==> config.mk <==
export PLATFORM = sky130hd
export DESIGN_NAME = deint_runtime_ctrl
export DESIGN_NICKNAME = d
export VERILOG_FILES = /design/src/logic/deint_ctrl_pkg.sv /design/src/logic/deint_runtime_ctrl.sv
export SDC_FILE = /design/constraint.sdc
export NUM_CORES = 1
export LEC_CHECK = 0
export ABC_AREA = 1
export BUFFER_PORTS_ARGS = -buffer_cell sky130_fd_sc_hd__buf_2
export CORE_MARGIN = 4
export CORE_UTILIZATION = 55
export CTS_CLUSTER_SIZE = 40
export DETAILED_ROUTE_END_ITERATION = 7
export GPL_ROUTABILITY_DRIVEN = 0
export PLACE_DENSITY = 0.84
export SLEW_MARGIN = 20
export SYNTH_ARGS = -nofsm -noshare
export SYNTH_HDL_FRONTEND = slang
export SYNTH_SLANG_ARGS = --single-unit
==> constraint.sdc <==
create_clock -name clk -period 1.75 [get_ports clk]
set_input_delay 0.0875 -clock clk [delete_from_list [all_inputs] [get_ports clk]]
set_output_delay 0.0875 -clock clk [all_outputs]
set_load 0.01 [all_outputs]
==> src/logic/deint_ctrl_pkg.sv <==
// constants, field layouts and carriers for the deinterlacer run-time
// control bank; assumes one 40 MHz processing clock and a 2-bit
// word address on the control slave port.
//
// Operation
// - one register set per build, never both
// - motion mode: sample controls before each output frame
// - motion mode: run clear halts before next frame
// - motion halt with triple buffering: drop input
// - status at bit 0 of word 1
// - word 2 bit 0 forces blend coefficient
// - word 3: 16-bit blend, 0 weave, max bob
// - rate mode: sample controls at frame header
// - rate mode: run clear halts before next input
// - rate halt with triple buffering: repeat frame
// - rate mode: word 2 holds input rate
// - rate mode: word 3 holds output rate
package deint_ctrl_pkg;

    localparam int unsigned ADDR_W = 2;
    localparam int unsigned DATA_W = 16;

    // word offsets on the control port
    localparam logic [1:0] OFS_RUN_CTRL = 2'h0;
    localparam logic [1:0] OFS_RUN_STATE = 2'h1;
    localparam logic [1:0] OFS_WORD2 = 2'h2;
    localparam logic [1:0] OFS_WORD3 = 2'h3;

    // field positions
    localparam int unsigned RUN_BIT = 0;
    localparam int unsigned STATE_BIT = 0;
    localparam int unsigned OVERRIDE_BIT = 0;
    localparam int unsigned RATE_LSB = 0;
    localparam int unsigned RATE_W = 8;
    localparam int unsigned BLEND_W = 16;

    // values after reset, plus the weave and bob blend values
    localparam logic RUN_RST = 1'b0;
    localparam logic OVERRIDE_RST = 1'b0;
    localparam logic [15:0] BLEND_RST = 16'h0000;
    localparam logic [7:0] RATE_RST = 8'h00;
    localparam logic [15:0] RDATA_ZERO = 16'h0000;
    localparam logic [15:0] BLEND_WEAVE = 16'h0000;
    localparam logic [15:0] BLEND_BOB = 16'hffff;

    typedef enum logic [1:0] {
        ST_HALTED = 2'b01,
        ST_RUNNING = 2'b10
    } run_state_e;

    // control values handed to the datapath once per frame
    typedef struct packed {
        logic override_en;
        logic [BLEND_W-1:0] blend;
        logic [RATE_W-1:0] in_rate;
        logic [RATE_W-1:0] out_rate;
    } frame_ctrl_s;

    // one host access on the control port
    typedef struct packed {
        logic write;
        logic read;
        logic [ADDR_W-1:0] addr;
        logic [DATA_W-1:0] wdata;
    } host_req_s;

endpackage

==> src/logic/deint_runtime_ctrl.sv <==
// run-time control bank of the deinterlacer: host registers, frame
// boundary sampling, halt/resume and a two-entry hand-off buffer.
// assumes the datapath raises frame_req at each frame boundary and
// holds it until taken; all inputs are synchronous to clk.
`timescale 1ns/1ps
`default_nettype none

module deint_runtime_ctrl
    import deint_ctrl_pkg::*;
#(
    parameter bit RATE_MODE = 1'b0
) (
    // clock and reset
    input wire logic clk,
    input wire logic rst_b,
    // host control port, read data one cycle after the read
    input wire host_req_s host_req,
    output logic [DATA_W-1:0] host_rdata,
    // datapath configuration
    input wire logic triple_buf_en,
    // frame boundary request from the datapath
    input wire logic frame_req,
    output logic frame_req_ready,
    // sampled control values towards the datapath
    output frame_ctrl_s frame_ctrl,
    output logic frame_ctrl_valid,
    input wire logic frame_ctrl_ready,
    // halt behaviour towards the datapath
    output logic drop_input,
    output logic repeat_frame
);

    ////////////////////////////////////////////////////////////////////
    // host registers

    logic run_r;
    logic run_nxt;
    logic override_r;
    logic [BLEND_W-1:0] blend_r;
    logic [RATE_W-1:0] in_rate_r;
    logic [RATE_W-1:0] out_rate_r;
    logic wr_run;
    logic wr_w2;
    logic wr_w3;

    assign wr_run = host_req.write && host_req.addr == OFS_RUN_CTRL;
    assign wr_w2 = host_req.write && host_req.addr == OFS_WORD2;
    assign wr_w3 = host_req.write && host_req.addr == OFS_WORD3;
    assign run_nxt = wr_run ? host_req.wdata[RUN_BIT] : run_r;

    always_ff @(posedge clk) begin
        if (!rst_b) begin
            run_r <= RUN_RST;
        end else begin
            run_r <= run_nxt;
        end
    end

    // only the set chosen at build time exists
    generate
        if (RATE_MODE) begin : g_rate
            always_ff @(posedge clk) begin
                if (!rst_b) begin
                    in_rate_r <= RATE_RST;
                    out_rate_r <= RATE_RST;
                end else begin
                    if (wr_w2) begin
                        in_rate_r <= host_req.wdata[RATE_LSB +: RATE_W];
                    end
                    if (wr_w3) begin
                        out_rate_r <= host_req.wdata[RATE_LSB +: RATE_W];
                    end
                end
            end
            assign override_r = OVERRIDE_RST;
            assign blend_r = BLEND_RST;
        end else begin : g_motion
            always_ff @(posedge clk) begin
                if (!rst_b) begin
                    override_r <= OVERRIDE_RST;
                    blend_r <= BLEND_RST;
                end else begin
                    if (wr_w2) begin
                        override_r <= host_req.wdata[OVERRIDE_BIT];
                    end
                    if (wr_w3) begin
                        blend_r <= host_req.wdata;
                    end
                end
            end
            assign in_rate_r = RATE_RST;
            assign out_rate_r = RATE_RST;
        end
    endgenerate

    ////////////////////////////////////////////////////////////////////
    // run state: halts only at a frame boundary

    run_state_e state_r;
    run_state_e state_nxt;
    logic take;

    // ready already implies run was set when it was raised
    assign take = frame_req && frame_req_ready;

    always_comb begin
        state_nxt = state_r;
        case (state_r)
            ST_RUNNING: begin
                if (frame_req && !run_r) begin
                    state_nxt = ST_HALTED;
                end
            end
            ST_HALTED: begin
                if (run_r) begin
                    state_nxt = ST_RUNNING;
                end
            end
            default: state_nxt = ST_HALTED;
        endcase
    end

    always_ff @(posedge clk) begin
        if (!rst_b) begin
            state_r <= ST_HALTED;
        end else begin
            state_r <= state_nxt;
        end
    end

    ////////////////////////////////////////////////////////////////////
    // two-entry hand-off buffer; a stalled datapath loses no sample

    frame_ctrl_s sample;
    frame_ctrl_s skid_r;
    logic skid_valid_r;
    logic skid_valid_nxt;
    logic out_free;

    always_comb begin
        sample.override_en = override_r;
        sample.blend = blend_r;
        sample.in_rate = in_rate_r;
        sample.out_rate = out_rate_r;
    end

    assign out_free = !frame_ctrl_valid || frame_ctrl_ready;

    always_comb begin
        skid_valid_nxt = skid_valid_r;
        if (out_free) begin
            skid_valid_nxt = 1'b0;
        end else if (take) begin
            skid_valid_nxt = 1'b1;
        end
    end

    // the whole set is latched in one edge at the boundary
    always_ff @(posedge clk) begin
        if (!rst_b) begin
            frame_ctrl <= '0;
            frame_ctrl_valid <= 1'b0;
            skid_r <= '0;
            skid_valid_r <= 1'b0;
        end else begin
            skid_valid_r <= skid_valid_nxt;
            if (out_free) begin
                if (skid_valid_r) begin
                    frame_ctrl <= skid_r;
                    frame_ctrl_valid <= 1'b1;
                end else begin
                    frame_ctrl <= sample;
                    frame_ctrl_valid <= take;
                end
            end
            if (take && !out_free) begin
                skid_r <= sample;
            end
        end
    end

    // registered so that ready never outlives a cleared run bit
    always_ff @(posedge clk) begin
        if (!rst_b) begin
            frame_req_ready <= 1'b0;
        end else begin
            frame_req_ready <= state_nxt == ST_RUNNING && run_nxt &&
                               !skid_valid_nxt && !wr_w2 && !wr_w3;
        end
    end

    ////////////////////////////////////////////////////////////////////
    // halt behaviour flags

    always_ff @(posedge clk) begin
        if (!rst_b) begin
            drop_input <= 1'b0;
            repeat_frame <= 1'b0;
        end else begin
            drop_input <= !RATE_MODE && triple_buf_en &&
                          state_nxt == ST_HALTED;
            repeat_frame <= RATE_MODE && triple_buf_en &&
                            state_nxt == ST_HALTED;
        end
    end

    ////////////////////////////////////////////////////////////////////
    // host read path; reads change nothing but host_rdata

    always_ff @(posedge clk) begin
        if (!rst_b) begin
            host_rdata <= RDATA_ZERO;
        end else begin
            host_rdata <= RDATA_ZERO;
            if (host_req.read) begin
                case (host_req.addr)
                    OFS_RUN_CTRL: host_rdata[RUN_BIT] <= run_r;
                    OFS_RUN_STATE: begin
                        host_rdata[STATE_BIT] <= state_r == ST_RUNNING;
                    end
                    default: host_rdata <= RDATA_ZERO;
                endcase
            end
        end
    end
endmodule

`default_nettype wire

==> impl_results.md, run 1 <==
- CTS clock-pin slew for the worst setup and hold paths: approximately 0.07 ns
- Dpl hpwl: between 3000 and 4000 um
- Synth Register Bits: just under 60
- Post-CTS setup repair buffer count: 0
- Synth warnings: 0
- Finish-stage setup viols: 0
- Status: finished clean
- Post-Layout Cell Count: about 420
- PostCTS Resize Cnt: 0
- Die Span Y: roughly 77 um
- Drt via density: ~4.9
- Placed insts: 401
- Clock Tree Root: clkbuf_8
- Ant. Diodes: 0
- Share of cells above drive strength 1: between 10% and 20%
- Vias in the first global route: approximately 1800
- Fin crit share: 72.0%
- Area Overhead vs Synth: 11.2%
- Initial Utilization: slightly below 60%
- Hold Crit Class: primary input to flip-flop
- H-tree depth: 3
- Max Cap Viol: 0
- Die width: between 70 and 80 um
- Commonest non-fill, non-tap cells in the layout: dfxtp_1 (59), nor2_1 (46), buf_2 (45)
- Post-synth cell types: 27
- Tmin final: roughly 1.3 ns
- Synth Instances: roughly 320
- Remaining antenna violation count after routing: 0
- Global-route wire length before repair: around 8400 um
- Critical Path Fanout Max: 3
- Commonest non-fill, non-tap cell in the layout: dfxtp_1
- DRT Pass-1 Iters: 4
- Mapped cell area: ~2600 sq um
- Total CTS buffers: 9
- Max Clock Freq: 0.794 GHz
- Pwr Density: 1000 nW/um^2
- Data required time of the worst path: approximately 2.0 ns
- GR Util met1: about a quarter
- Residual DRC count: 0
- Nets: ~390
- IO buf count: 45
- Core Util, Final: around 65%
- Clk buf depth: 2
- Mean Syn Cell Area: between 8 and 9 sq um
- Setup slack, reg-to-reg: about 0.49 ns
- WL/cell: about 12 um
- M2 GR Usage: between 20% and 30%
- GRT Residual Overflow: 0
- WL final: approximately 5200 um
- Initial antenna violation count: 0
- P_leak: 1.25 nW
- Fin Setup TNS: 0 ns
- Core area: approximately 4500 sq um
- RSZ-0062 raised after global routing: no
- CTS tree: built
- Skew-Pair Late Insertion Delay: 0.33 ns
- Met3 Use GR: 5.74%
- Die area: 5910 sq um
- Crit path kind: flip-flop to flip-flop
- Hold Vio Cnt, Final: 0
- Routed vias: between 2000 and 2500
- DRT iter0 DRCs: 104
- Clock sinks: approximately 60
- # IOs: roughly 80
- GRT Util Overall: 17.6%
- Hold-fix buffers, CTS: 2
- Register area share after synthesis: 45.3%
- Slew Viols, Final: 0
- GR peak layer: met2
- Pin count of the biggest net entering global routing: 39
- Peak VDD IR: around 0.66 mV
- Fin Clk Skew: about 0.0057 ns
- CP endpoint kind: flip-flop
- CP startpoint kind: flip-flop
- Worst path arrival time: between 1.5 and 2 ns
- Row cnt: 24
-- layout make-up --
| type | instances | area, sq um |
|---|---|---|
| inverters | 13 | 56.3 |
| multi-input cells | 228 | 1130 |
| clock inverters | 6 | 55.1 |
| clock buffers | 10 | 138 |
| flip-flops and latches | 59 | 1180 |
| repair buffers | 51 | 275 |
| fillers | 390 | 1570 |
| well taps | 52 | 65.1 |
-- flip-flops by register name, indices dropped and copies added, names as in the netlist --
| signal | flops |
|---|---|
| run_r | 1 |
| host_rdata | 1 |
| skid_valid_r | 1 |
| frame_req_ready | 1 |
| blend_r | 16 |
| state_r | 2 |
| drop_input | 1 |
| frame_ctrl_valid | 1 |
| frame_ctrl | 17 |
| override_r | 1 |
| skid_r | 17 |
-- metrics by stage --
stage               instance area [sq um]  hold slack, ns  power (W)  setup WS [ns]
detailed placement                   2690           0.319    0.00172          0.511
CTS                                  2900          0.0121    0.00291          0.493
global route                         2900          0.0175    0.00303          0.374
finish                               2900          0.0239    0.00290          0.490
global placement                     2690           0.317    0.00171          0.620
floorplan                            2730           0.208    0.00169          0.617
-- critical path, stage by stage (launching register included) --
cell and delay, ns:
dfxtp_1 0.36, inv_1 0.07, ha_1 0.30, a21oi_1 0.14
nand2_1 0.11, nor2_1 0.13, nand2_1 0.06, inv_1 0.04
-- per-layer routing --
layer | vias up | routed length (um) | part of all wire (%)
li1 | 1072 | - | -
met1 | 915 | 2480 | 48
met2 | 67 | 2240 | 43
met3 | 10 | 369 | 7.1
met4 | 0 | 92 | 1.8
met5 | - | 0 | 0
-- report_power, final --
| part | leakage (nW) | internal, W | switching [W] | total (W) |
|---|---|---|---|---|
| combinational | 0.670 | 0.000103 | 0.000192 | 0.000295 |
| clock | 0.106 | 0.000683 | 0.000519 | 0.00120 |
| sequential | 0.478 | 0.00138 | 0.0000240 | 0.00141 |
-- logic make-up (layout without fill, tap and decap cells) --
| logic type | Yosys count | after routing | synth area share, % |
|---|---|---|---|
| muxes | 17 | 17 | 6.52 |
| AOI/OAI and AO/OA | 71 | 71 | 13.7 |
| other | 1 | 32 | 0.144 |
| and+or+nand+nor | 106 | 106 | 17.6 |
| buffers and inverters | 62 | 80 | 15.9 |
| adders and majority gates | 2 | 2 | 0.959 |
| DFF | 59 | 59 | 45.3 |
-- path summary, 6_finish.rpt --
check,startpoint,end,cells after the start
setup / recovery,state_r[0],frame_req_ready,7
hold / removal,host_req[15],blend_r[15],3
setup reg to reg,state_r[0],frame_req_ready,7
hold reg to reg,blend_r[15],blend_r[15],2
-- synth_stat cells --
library cell  count  area (sq um)
nor3_1            1          5.00
inv_2             1          3.75
o21ai_0          27           135
dfxtp_1          59          1180
nand3_1          19          95.1
o21ai_1           8          40.0
nand2_4           1          11.3
clkbuf_1          4          15.0
nand2_1          35           131
buf_6             2          22.5
clkbuf_2          2          10.0
a21oi_1          35           175
nor2_1           46           173
inv_1            10          37.5
buf_2             4          20.0
nor2_4            1          11.3
ha_1              2          25.0
buf_12            1          20.0
inv_6             1          8.76
nand3_4           1          17.5
conb_1            1          3.75
buf_4            36           270
a31oi_1           1          6.26
nand2_2           1          6.26
inv_4             1          6.26
nand3b_1          1          7.51
mux2i_1          17           170
No activity file was read; power rests on OpenSTA's default activity.
==> run 2: changes to the inputs <==
--- a/config.mk
+++ b/config.mk
@@ -5,14 +5,14 @@
 export SDC_FILE = /design/constraint.sdc
 export NUM_CORES = 1
 export LEC_CHECK = 0
-export ABC_AREA = 1
+export ABC_AREA = 0
 export BUFFER_PORTS_ARGS = -buffer_cell sky130_fd_sc_hd__buf_2
 export CORE_MARGIN = 4
-export CORE_UTILIZATION = 55
+export CORE_UTILIZATION = 47
 export CTS_CLUSTER_SIZE = 40
 export DETAILED_ROUTE_END_ITERATION = 7
 export GPL_ROUTABILITY_DRIVEN = 0
-export PLACE_DENSITY = 0.84
+export PLACE_DENSITY = 0.76
 export SLEW_MARGIN = 20
 export SYNTH_ARGS = -nofsm -noshare
 export SYNTH_HDL_FRONTEND = slang
==> constraint.sdc (replaced) <==
create_clock -name clk -period 1.1 [get_ports clk]
set_input_delay 0.055 -clock clk [delete_from_list [all_inputs] [get_ports clk]]
set_output_delay 0.055 -clock clk [all_outputs]
set_load 0.01 [all_outputs]
==> impl_results.md, run 2 <==
- Status: finished, violations left
- Failing checks: setup timing
- EDFF count, synth: 0
- Clock Tree Root: clkbuf_8
- Fin crit share: 115%
- Vias in the first global route: between 2000 and 2500
- Final WS setup: -0.169 ns
- Area of the multi-input gates: 1450 sq um
- Ys flop type: dfxtp_1
- Worst path arrival time: between 1.5 and 2 ns
- Peak VDD IR: ~0.64 mV
- Slew Viols, Final: 0
- H-tree depth: 3
- Clock sinks: 59
- Setup slack, reg-to-reg: -0.17 ns
- Pwr Density: roughly 1300 nW/um^2
- Core Util, Final: a little under two thirds
- Cell family with most CP delay: compound AO/OA/AOI/OAI gates
- Main area contributors after synthesis: dfxtp_1 (43%), nand2_1 (11%), buf_4 (10%), mux2i_1 (6.9%), a21boi_1 (6.5%)
- Placed insts: 407
- Initial Utilization: between 40% and 50%
- Top-area cell type share of the netlist area: roughly 43%
- Met3 Wirelength: 326 um
- Post-Route M1 WL: roughly 2700 um
- CP startpoint kind: flip-flop
- Top Registers: frame_ctrl x17, skid_r x17, blend_r x16
- Synth Instances: around 300
- # IOs: between 70 and 80
- Finish-stage setup viols: 12
- Mapped cell area: between 2000 and 3000 sq um
- Skew-Pair Late Insertion Delay: between 0.3 and 0.4 ns
- GRT Util Overall: 16.4%
- Ant. Diodes: 0
- Register area share after synthesis: a little over two fifths
- Post-Layout Cell Count: 452
- Reg area: around 1200 sq um
- WL final: 6100 um
- CP bufs+invs: 1
- Synth Register Bits: around 60
- Hold Crit Class: primary input to flip-flop
- Slowest stage delay, CP: 0.37 ns
- Share of cells above drive strength 1: roughly a third
- Fillcell total: between 400 and 500
- Critical-path cell list: inv_2, ha_4, a22oi_2, nor2_2, a211oi_2, and4_1
- Tmin final: around 1.3 ns
- CTS clock-pin slew for the worst setup and hold paths: approximately 0.060 ns
- IO buf count: 45
- Top layer reached by signal wires: met4
- Residual DRC count: 0
- Die area: around 7000 sq um
- Area Overhead vs Synth: 28.6%
- Global-route wire length before repair: approximately 9500 um
- Fin Clk Skew: roughly 0.01 ns
- Nets: a little over 400
- WL/cell: 13.5 um
- Crit path kind: flip-flop to flip-flop
- Setup WS pre-CTS: -0.211 ns
- Slowest-stage cell, CP: dfxtp_4
- Core area: ~5600 sq um
- Die width: 84.8 um
- Row cnt: 27
- Pin count of the biggest net entering global routing: 29
- P_leak: between 1.5 and 2 nW
- Clk buf depth: 2
- Hold Vio Cnt, Final: 0
- DRT Pass-1 Iters: 5
- Die Span Y: between 80 and 90 um
- Initial antenna violation count: 0
- Most common cell in the netlist: nand2_1
- Dpl hpwl: 3570 um
- CP endpoint kind: flip-flop
- Synth top cells by count: nand2_1 (78), dfxtp_1 (59), buf_4 (37), a21boi_1 (24), mux2i_1 (19)
- GRT Residual Overflow: 0
- Critical Path Fanout Max: 3
- Remaining antenna violation count after routing: 0
- Ys async rst share: 0%
- RSZ-0062 raised after global routing: yes
- Top cell type by total area after synthesis: dfxtp_1
- Mean Syn Cell Area: around 9.3 sq um
- Max Clock Freq: between 0.7 and 0.8 GHz
- Routed vias: roughly 2200
- Drt via density: 4.87
- Total CTS buffers: 9
- Data required time of the worst path: approximately 1.4 ns
- Commonest non-fill, non-tap cell in the layout: nand2_1
- Post-synth cell types: 31
- Commonest non-fill, non-tap cells in the layout: nand2_1 (78), dfxtp_1 (55), buf_2 (45)
- Fin Setup TNS: -0.595 ns
- Synth warnings: 0
- Met2 WL: between 2000 and 3000 um
- CTS tree: built
- DRT iter0 DRCs: 97
- Max Cap Viol: 0
## run 2: cell types whose count changed after synthesis, moves of 17 or more
cell,change
o211a_1,+17
nor2_1,-42
a21boi_1,+24
nand2_1,+43
o21ai_0,-27
a21oi_1,-31
nand3_1,-18
## run 2: repair_timing
item,4_1_cts,5_1_grt
buffers inserted,3,2
pin swaps,11,2
resized for setup,12,8
endpoints found under the setup margin,22,34
gates cloned,3,4
hold buffers,19,0
hold endpoints to repair,18,0
## run 2: final timing paths
kind | startpoint | to | cells past startpoint
setup / recovery | state_r[0] | frame_req_ready | 6
hold reg to reg | skid_r[28] | skid_r[28] | 2
setup reg to reg | state_r[0] | frame_req_ready | 6
hold / removal | host_req[0] | blend_r[0] | 3
## run 2: tightest hold or removal path: cells and delay by family
kind            cells  cell delay [ns]
compound gates      1             0.05
simple gates        1             0.05
buf+inv             1             0.12
## run 2: cell type report
class                   instances  share of cell area [%]
multi-input cells             223                    40.7
clock buffers                  13                    4.74
flip-flops and latches         59                    33.6
well taps                      72                    2.53
repair buffers                 81                    18.0
clock inverters                 2                   0.281
inverters                       2                   0.211
## run 2: power by group
part | internal (W) | leakage (nW) | switching (W)
registers | 0.00219 | 0.480 | 0.0000434
logic | 0.000284 | 1.11 | 0.000280
clock network | 0.000983 | 0.0953 | 0.000774
total | 0.00346 | 1.68 | 0.00110
## run 2: cell families after synthesis
logic type | synth area share [%]
buffers and inverters | 13.4
muxes | 6.86
other | 0.135
and+or+nand+nor | 17.7
AOI/OAI and AO/OA | 18.5
DFF | 42.6
adders and majority gates | 0.903
## run 2: per-layer routing
| layer | up-vias | GRT usage (%) |
|---|---|---|
| li1 | 1089 | - |
| met1 | 1029 | 19.3 |
| met2 | 67 | 27.5 |
| met3 | 17 | 2.94 |
| met4 | 0 | 9.64 |
| met5 | - | 0 |
## run 2: stage by stage
stage | hold slack (ns) | power (W) | instance area (sq um)
global route | 0.0284 | 0.00476 | 3560
detailed placement | 0.286 | 0.00270 | 2990
finish | 0.0148 | 0.00455 | 3560
CTS | 0.00968 | 0.00456 | 3460
global placement | 0.279 | 0.00268 | 2990
floorplan | 0.132 | 0.00264 | 2910
